`src/pg_mask_pkg.sv`:
```
// Package with offsets, reset values and field layout of the power-good tree mask registers
package pg_mask_pkg;
  localparam int ADDR_W = 8;
  localparam int DATA_W = 8;
  localparam logic [7:0] OFS_OUT2_REGULATOR_PG_MASK = 8'ha8;
  localparam logic [7:0] OFS_OUT2_PIN_RAIL_PG_MASK = 8'ha9;
  localparam logic [7:0] OFS_OUT3_REGULATOR_PG_MASK = 8'haa;
  localparam logic [7:0] OFS_OUT3_PIN_RAIL_PG_MASK = 8'hab;
  localparam logic [7:0] RST_OUT2_REGULATOR_PG_MASK = 8'hc0;
  localparam logic [7:0] RST_OUT2_PIN_RAIL_PG_MASK = 8'h2f;
  localparam logic [7:0] RST_OUT3_REGULATOR_PG_MASK = 8'h00;
  localparam logic [7:0] RST_OUT3_PIN_RAIL_PG_MASK = 8'h00;
  // Regulator mask field positions
  localparam int BIT_LDO_A2_A = 7;
  localparam int BIT_SWITCH_A1 = 6;
  localparam int BIT_BUCK_SIX = 5;
  localparam int BIT_BUCK_ONE = 0;
  // Pin and rail mask field positions
  localparam int BIT_CONTROL_PIN_FIVE = 7;
  localparam int BIT_CONTROL_PIN_FOUR = 6;
  localparam int BIT_CONTROL_PIN_TWO = 5;
  localparam int BIT_CONTROL_PIN_ONE = 4;
  localparam int BIT_TERMINATION_LDO = 3;
  localparam int BIT_SWITCH_B2 = 2;
  localparam int BIT_SWITCH_B1 = 1;
  localparam int BIT_LDO_A3_B = 0;
  localparam logic [7:0] READ_UNMAPPED = 8'h00;
endpackage

```
`src/pg_tree.sv`:
```
// One power-good tree: masked AND of sixteen sources, registered
`timescale 1ns/1ps
`default_nettype none
module pg_tree
  import pg_mask_pkg::*;
(
  input wire logic clk, // Register clock
  input wire logic reset, // Asynchronous reset, high
  input wire logic ce, // Clock enable
  input wire logic [7:0] reg_good, // Regulator power-good inputs
  input wire logic [7:0] pin_good, // Control pin and rail inputs
  input wire logic [7:0] reg_mask, // 1 excludes a regulator
  input wire logic [7:0] pin_mask, // 1 excludes a pin or rail
  output logic good // Tree result
);
  typedef struct packed {
    logic good;
  } tree_state_t;
  tree_state_t st;
  tree_state_t next_st;

  // A masked bit is forced good so it cannot pull the tree low
  always_comb begin
    next_st = st;
    next_st.good = &(reg_good | reg_mask) & &(pin_good | pin_mask);
  end

  always_ff @(posedge clk or posedge reset) begin
    if (reset) begin
      st <= '0;
    end else if (ce) begin
      st <= next_st;
    end
  end

  assign good = st.good;

  property p_tree_and;
    @(posedge clk) disable iff (reset)
      (ce && !reset)
        |=> good == (&($past(reg_good) | $past(reg_mask)) & &($past(pin_good) | $past(pin_mask)));
  endproperty
  a_tree_and: assert property (p_tree_and) else $error("Tree result wrong");
endmodule
`default_nettype wire

```
`src/power_good_tree_mask_regs.sv`:
```
// Mask register bank and power-good trees for the second and third outputs
`timescale 1ns/1ps
`default_nettype none
module power_good_tree_mask_regs
  import pg_mask_pkg::*;
(
  input wire logic CLK, // 40 MHz register clock
  input wire logic RESET, // Asynchronous reset, high
  input wire logic CE, // Clock enable, low freezes state
  input wire logic WR_EN, // Register write strobe
  input wire logic RD_EN, // Register read strobe
  input wire logic [ADDR_W-1:0] ADDR, // Register offset
  input wire logic [DATA_W-1:0] WDATA, // Write data
  input wire logic [7:0] REG_GOOD, // ldo_a2_a, switch_a1, buck_six..buck_one
  input wire logic [7:0] PIN_GOOD, // pins five, four, two, one, rails
  output logic [DATA_W-1:0] RDATA, // Registered read data
  output logic RVALID, // Read data valid pulse
  output logic SECOND_OUTPUT_PG, // Second output tree result
  output logic THIRD_OUTPUT_PG // Third output tree result
);
  typedef struct packed {
    logic [7:0] out2_regulator_pg_mask;
    logic [7:0] out2_pin_rail_pg_mask;
    logic [7:0] out3_regulator_pg_mask;
    logic [7:0] out3_pin_rail_pg_mask;
    logic [7:0] rdata;
    logic rvalid;
  } regs_state_t;
  regs_state_t st;
  regs_state_t next_st;

  // Shared decode of an offset into read data
  function automatic logic [7:0] read_mux(input regs_state_t s, input logic [7:0] a);
    case (a)
      OFS_OUT2_REGULATOR_PG_MASK: read_mux = s.out2_regulator_pg_mask;
      OFS_OUT2_PIN_RAIL_PG_MASK: read_mux = s.out2_pin_rail_pg_mask;
      OFS_OUT3_REGULATOR_PG_MASK: read_mux = s.out3_regulator_pg_mask;
      OFS_OUT3_PIN_RAIL_PG_MASK: read_mux = s.out3_pin_rail_pg_mask;
      default: read_mux = READ_UNMAPPED;
    endcase
  endfunction

  // Writes land next edge; reads return old contents, so a same-cycle write is not seen
  always_comb begin
    next_st = st;
    next_st.rvalid = RD_EN;
    if (RD_EN) begin
      next_st.rdata = read_mux(st, ADDR);
    end
    if (WR_EN) begin
      case (ADDR)
        OFS_OUT2_REGULATOR_PG_MASK: next_st.out2_regulator_pg_mask = WDATA;
        OFS_OUT2_PIN_RAIL_PG_MASK: next_st.out2_pin_rail_pg_mask = WDATA;
        OFS_OUT3_REGULATOR_PG_MASK: next_st.out3_regulator_pg_mask = WDATA;
        OFS_OUT3_PIN_RAIL_PG_MASK: next_st.out3_pin_rail_pg_mask = WDATA;
        default: ;
      endcase
    end
  end

  // Reset values per register
  always_ff @(posedge CLK or posedge RESET) begin
    if (RESET) begin
      st.out2_regulator_pg_mask <= RST_OUT2_REGULATOR_PG_MASK;
      st.out2_pin_rail_pg_mask <= RST_OUT2_PIN_RAIL_PG_MASK;
      st.out3_regulator_pg_mask <= RST_OUT3_REGULATOR_PG_MASK;
      st.out3_pin_rail_pg_mask <= RST_OUT3_PIN_RAIL_PG_MASK;
      st.rdata <= 8'h00;
      st.rvalid <= 1'b0;
    end else if (CE) begin
      st <= next_st;
    end
  end

  assign RDATA = st.rdata;
  assign RVALID = st.rvalid;

  // Trees take one cycle; masks are already registered so the path is short
  // second tree
  pg_tree u_tree2 (
    .clk(CLK),
    .reset(RESET),
    .ce(CE),
    .reg_good(REG_GOOD),
    .pin_good(PIN_GOOD),
    .reg_mask(st.out2_regulator_pg_mask),
    .pin_mask(st.out2_pin_rail_pg_mask),
    .good(SECOND_OUTPUT_PG)
  );

  pg_tree u_tree3 (
    .clk(CLK),
    .reset(RESET),
    .ce(CE),
    .reg_good(REG_GOOD),
    .pin_good(PIN_GOOD),
    .reg_mask(st.out3_regulator_pg_mask),
    .pin_mask(st.out3_pin_rail_pg_mask),
    .good(THIRD_OUTPUT_PG)
  );

  property p_wr_out2_reg;
    @(posedge CLK) disable iff (RESET)
      (CE && WR_EN && ADDR == OFS_OUT2_REGULATOR_PG_MASK)
        |=> st.out2_regulator_pg_mask == $past(WDATA);
  endproperty
  a_wr_out2_reg: assert property (p_wr_out2_reg) else $error("A8 write lost");

  property p_rd_out2_reg;
    @(posedge CLK) disable iff (RESET)
      (CE && RD_EN && ADDR == OFS_OUT2_REGULATOR_PG_MASK && !WR_EN)
        |=> RVALID && RDATA == st.out2_regulator_pg_mask;
  endproperty
  a_rd_out2_reg: assert property (p_rd_out2_reg) else $error("A8 readback wrong");

  property p_rst_out2_reg;
    @(posedge CLK) $fell(RESET) |-> st.out2_regulator_pg_mask == RST_OUT2_REGULATOR_PG_MASK;
  endproperty
  a_rst_out2_reg: assert property (p_rst_out2_reg) else $error("A8 reset value wrong");

  property p_wr_out2_pin;
    @(posedge CLK) disable iff (RESET)
      (CE && WR_EN && ADDR == OFS_OUT2_PIN_RAIL_PG_MASK)
        |=> st.out2_pin_rail_pg_mask == $past(WDATA);
  endproperty
  a_wr_out2_pin: assert property (p_wr_out2_pin) else $error("A9 write lost");

  property p_rst_out2_pin;
    @(posedge CLK) $fell(RESET) |-> st.out2_pin_rail_pg_mask == RST_OUT2_PIN_RAIL_PG_MASK;
  endproperty
  a_rst_out2_pin: assert property (p_rst_out2_pin) else $error("A9 reset value wrong");

  property p_wr_out3_reg;
    @(posedge CLK) disable iff (RESET)
      (CE && WR_EN && ADDR == OFS_OUT3_REGULATOR_PG_MASK)
        |=> st.out3_regulator_pg_mask == $past(WDATA);
  endproperty
  a_wr_out3_reg: assert property (p_wr_out3_reg) else $error("AA write lost");

  property p_wr_out3_pin;
    @(posedge CLK) disable iff (RESET)
      (CE && WR_EN && ADDR == OFS_OUT3_PIN_RAIL_PG_MASK)
        |=> st.out3_pin_rail_pg_mask == $past(WDATA);
  endproperty
  a_wr_out3_pin: assert property (p_wr_out3_pin) else $error("AB write lost");

  property p_rst_out3;
    @(posedge CLK) $fell(RESET) |-> (st.out3_regulator_pg_mask == RST_OUT3_REGULATOR_PG_MASK)
      && (st.out3_pin_rail_pg_mask == RST_OUT3_PIN_RAIL_PG_MASK);
  endproperty
  a_rst_out3: assert property (p_rst_out3) else $error("AA/AB reset value wrong");

  property p_tree2;
    @(posedge CLK) disable iff (RESET)
      (CE && !RESET && &(REG_GOOD | st.out2_regulator_pg_mask)
        && &(PIN_GOOD | st.out2_pin_rail_pg_mask)) |=> SECOND_OUTPUT_PG;
  endproperty
  a_tree2: assert property (p_tree2) else $error("Second tree not good");

  property p_tree3_low;
    @(posedge CLK) disable iff (RESET)
      (CE && !RESET && |(~REG_GOOD & ~st.out3_regulator_pg_mask)) |=> !THIRD_OUTPUT_PG;
  endproperty
  a_tree3_low: assert property (p_tree3_low) else $error("Third tree good, source bad");

  // Readback returns the contents held before the read, even with a write alongside
  property p_rd_out2_pin;
    @(posedge CLK) disable iff (RESET)
      (CE && RD_EN && ADDR == OFS_OUT2_PIN_RAIL_PG_MASK)
        |=> RVALID && RDATA == $past(st.out2_pin_rail_pg_mask);
  endproperty
  a_rd_out2_pin: assert property (p_rd_out2_pin) else $error("A9 readback wrong");

  property p_rd_out3_reg;
    @(posedge CLK) disable iff (RESET)
      (CE && RD_EN && ADDR == OFS_OUT3_REGULATOR_PG_MASK)
        |=> RVALID && RDATA == $past(st.out3_regulator_pg_mask);
  endproperty
  a_rd_out3_reg: assert property (p_rd_out3_reg) else $error("AA readback wrong");

  property p_rd_out3_pin;
    @(posedge CLK) disable iff (RESET)
      (CE && RD_EN && ADDR == OFS_OUT3_PIN_RAIL_PG_MASK)
        |=> RVALID && RDATA == $past(st.out3_pin_rail_pg_mask);
  endproperty
  a_rd_out3_pin: assert property (p_rd_out3_pin) else $error("AB readback wrong");

  // A mask moves only on a write to its own offset, so unmapped writes cannot alias it
  property p_hold_out2_reg;
    @(posedge CLK) disable iff (RESET)
      !(CE && WR_EN && ADDR == OFS_OUT2_REGULATOR_PG_MASK)
        |=> $stable(st.out2_regulator_pg_mask);
  endproperty
  a_hold_out2_reg: assert property (p_hold_out2_reg) else $error("A8 moved unwritten");

  property p_hold_out2_pin;
    @(posedge CLK) disable iff (RESET)
      !(CE && WR_EN && ADDR == OFS_OUT2_PIN_RAIL_PG_MASK)
        |=> $stable(st.out2_pin_rail_pg_mask);
  endproperty
  a_hold_out2_pin: assert property (p_hold_out2_pin) else $error("A9 moved unwritten");

  property p_hold_out3_reg;
    @(posedge CLK) disable iff (RESET)
      !(CE && WR_EN && ADDR == OFS_OUT3_REGULATOR_PG_MASK)
        |=> $stable(st.out3_regulator_pg_mask);
  endproperty
  a_hold_out3_reg: assert property (p_hold_out3_reg) else $error("AA moved unwritten");

  property p_hold_out3_pin;
    @(posedge CLK) disable iff (RESET)
      !(CE && WR_EN && ADDR == OFS_OUT3_PIN_RAIL_PG_MASK)
        |=> $stable(st.out3_pin_rail_pg_mask);
  endproperty
  a_hold_out3_pin: assert property (p_hold_out3_pin) else $error("AB moved unwritten");

  // Second tree drops on any unmasked bad source; third rises when all unmasked are good
  property p_tree2_low;
    @(posedge CLK) disable iff (RESET)
      (CE && !RESET && (|(~REG_GOOD & ~st.out2_regulator_pg_mask)
        || |(~PIN_GOOD & ~st.out2_pin_rail_pg_mask))) |=> !SECOND_OUTPUT_PG;
  endproperty
  a_tree2_low: assert property (p_tree2_low) else $error("Second tree good, source bad");

  property p_tree3;
    @(posedge CLK) disable iff (RESET)
      (CE && !RESET && &(REG_GOOD | st.out3_regulator_pg_mask)
        && &(PIN_GOOD | st.out3_pin_rail_pg_mask)) |=> THIRD_OUTPUT_PG;
  endproperty
  a_tree3: assert property (p_tree3) else $error("Third tree not good");
endmodule
`default_nettype wire

```
`config.mk`:
```
export PLATFORM = sky130hd
export DESIGN_NAME = power_good_tree_mask_regs
export DESIGN_NICKNAME = d
export VERILOG_FILES = /design/src/pg_mask_pkg.sv /design/src/pg_tree.sv /design/src/power_good_tree_mask_regs.sv
export SDC_FILE = /design/constraint.sdc
export NUM_CORES = 1
export LEC_CHECK = 0
export BUFFER_PORTS_ARGS = -buffer_cell sky130_fd_sc_hd__buf_2
export CAP_MARGIN = 20
export CORE_MARGIN = 4
export CORE_UTILIZATION = 57
export CTS_CLUSTER_DIAMETER = 60
export DETAILED_ROUTE_END_ITERATION = 7
export PLACE_DENSITY_LB_ADDON = 0.05
export SLEW_MARGIN = 20
export SYNTH_ARGS = -nofsm -noshare
export SYNTH_HDL_FRONTEND = slang
export SYNTH_SLANG_ARGS = --single-unit
```
`constraint.sdc`:
```
create_clock -name CLK -period 2.6 [get_ports CLK]
set_input_delay 0.39 -clock CLK [delete_from_list [all_inputs] [get_ports CLK]]
set_output_delay 0.39 -clock CLK [all_outputs]
set_load 0.02 [all_outputs]
```
==> impl_metrics.env <==
export IMPL_status="complete, no violations"
export IMPL_cts_resized=0
export IMPL_ys_types=26
export IMPL_fillerInstances=266
export IMPL_portBuffers=47
export IMPL_worst_slack_ns=0.8766
export IMPL_critPathMaxFanout=8
export IMPL_place_ws_ns=0.5239
export IMPL_tightest_slew_ns=0.5945
export IMPL_peakVddDrop_v=0.0003379
export IMPL_cts_tree="built"
export IMPL_routed_wl_um=4613
export IMPL_grt_max_degree=44
export IMPL_grt_pass1_vias=1495
export IMPL_cts_root_buf="clkbuf_4"
export IMPL_syn2layout_area_growth_pct=13.77
export IMPL_final_cell_mix="buf_2 (47), dfrtp_1 (36), mux2_2 (31), o22ai_1 (12)"
export IMPL_grt_busiest_layer="met2"
export IMPL_cp_end_kind="flop"
export IMPL_ff2ff_path_depth=4
export IMPL_synth_avg_cell_area_um2=13.03
export IMPL_critPathKind="primary input to flop"
export IMPL_diodes=0
export IMPL_antenna_found_initial=0
export IMPL_gr_total_overflow=0
export IMPL_hold_class="primary input to async pin"
export IMPL_ys_warn_count=0
export IMPL_setup_violations_final=0
export IMPL_cts_buffer_depth=2
export IMPL_fin_skew_ns=0.009999
export IMPL_numCtsBuffers=5
export IMPL_finalCritPeriodShare=0.6628
export IMPL_met1_usage=0.2820
export IMPL_ioPinCount=48
export IMPL_finalCriticalPeriod_ns=1.723
export IMPL_p_leak_nw=1.162
export IMPL_vias=1445
export IMPL_die_area_um2=4664
export IMPL_clkTransAtPathRegs_ns=0.12
export IMPL_finalPower_mw=1.166
export IMPL_row_count=21
export IMPL_setup_tns_ns=0
export IMPL_dpl_hpwl_um=3511
export IMPL_synth_fp_nets=196
export IMPL_slew_viol_final=0
export IMPL_fmax_mhz=580.3
export IMPL_grtUsageMet3=0.05747
export IMPL_synthesis_area_um2=2072
export IMPL_nets=238
export IMPL_first_pass_iters=4
export IMPL_arrival_ns=1.97
export IMPL_start_util=0.6066
export IMPL_startpoint_type="primary input"
export IMPL_slew_headroom=0.6032
export IMPL_required_ns=2.84
export IMPL_grt_pass1_wl_um=7341
export IMPL_cts_hold_buf=0
export IMPL_drv_cap=0
export IMPL_first_iter_violations=77
export IMPL_fp_dieH_um=68.29
export IMPL_yosys_area_top_type="dfrtp_1"
export IMPL_vias_per_cell=5.827
export IMPL_antenna_left=0
export IMPL_synth_cells=159
export IMPL_hold_viol=0
export IMPL_cp_startpoint="ADDR[6]"
export IMPL_ys_seq_area_frac=0.5236
export IMPL_layout_drive_gt1_share=0.5099
export IMPL_clock_sinks=43
export IMPL_r2r_end="u_tree2.good"
export IMPL_grt_usage=0.2218
export IMPL_use_met2=0.3586
export IMPL_h_tree_depth=2
export IMPL_insertion_delay_ns=0.36
export IMPL_r2r_start="st[28]"
export IMPL_synth_seq_cells=43
export IMPL_r2r_slack_ns=1.32
export IMPL_rsz0062_at_grt="false"
export IMPL_drc_errors=0
export IMPL_synth_top_area_frac=0.4348
export IMPL_final_common_cell="buf_2"
export IMPL_power_density_nw_per_um2=494.5
export IMPL_netlist_top_cells_area="dfrtp_1 (43%), mux2_2 (17%), dfstp_2 (8.9%)"
export IMPL_endpoint="st[38]"
export IMPL_post_cts_setup_buffer_count=0
export IMPL_core_um2=3416
export IMPL_post_drt_wl_per_cell_um=18.60
export IMPL_die_w_um=68.29
export IMPL_place_congestion=0.9447
state kept, by name, summed over array words and instances (netlist names):
signal,cells
u_tree3.good,1
RVALID,1
RDATA,8
u_tree2.good,1
st,32
kinds of logic (layout without fill, tap and decap cells):
family          count (synthesis)  count (layout)  share of synthesized area
flops                          43              43                     0.5236
simple gates                   26              26                    0.07247
buf+inv                        23              66                    0.05858
compound gates                 27              27                    0.08454
mux                            40              40                     0.2609
critical path, stage by stage:
cell and delay (ns):
buf_2 0.09, nand4bb_1 0.21, nor3_2 0.29, nor3b_4 0.58, mux2_2 0.40
layout make-up:
type                       count  area [um^2]  area share
clock buffer                   8        68.82     0.02919
inverter                      10        37.54     0.01592
tap                           46        57.56     0.02442
timing repair buffer          48        242.7      0.1030
multi-input combinational     93        865.8      0.3673
sequential                    43         1085      0.4602
synth_stat cells (all sizes together):
master / count
or3: 1
nor3b: 1
nand2b: 1
and3b: 1
nor2: 4
nand3b: 1
o22a: 2
a41o: 2
nand4bb: 1
inv: 10
o21ai: 9
buf: 12
mux2: 32
nor3: 3
and3: 1
mux4: 8
nand2: 10
nor2b: 2
o221ai: 2
dfstp: 7
o22ai: 12
dfrtp: 36
clkbuf: 1
power by group:
part / total [mW] / switching, mW / internal (mW)
clock network: 0.358 / 0.199 / 0.159
logic: 0.108 / 0.0566 / 0.0518
registers: 0.699 / 0.0127 / 0.686
how the worst min path moves through the flow:
stage | slack (ns) | cells past startpoint | start | to
2_1_floorplan | 0.45 | 2 | RDATA[0] | RDATA[0]
3_3_place_gp | 0.46 | 2 | RDATA[0] | RDATA[0]
3_5_place_dp | 0.47 | 2 | RDATA[5] | RDATA[5]
4_1_cts | 0.16 | 3 | RESET | RDATA[3]
5_1_grt | 0.21 | 3 | RESET | st[13]
6_report | 0.14 | 3 | RESET | RDATA[3]
metal layers:
layer	wire length, um	share of wire
met5	0	0
met4	68	0.015
met3	308	0.067
met2	2328	0.50
met1	1907	0.41
through the flow:
stage,hold WS [ns],util,area (um^2),std cells
finish,0.1367,0.6901,2357,248
global route,0.2059,0.6901,2357,248
CTS,0.1556,0.6901,2357,248
detailed placement,0.4653,0.6700,2288,240
global placement,0.4557,0.6700,2288,240
floorplan,0.4510,-,2072,159
No activity file was read; power rests on OpenSTA's default activity.
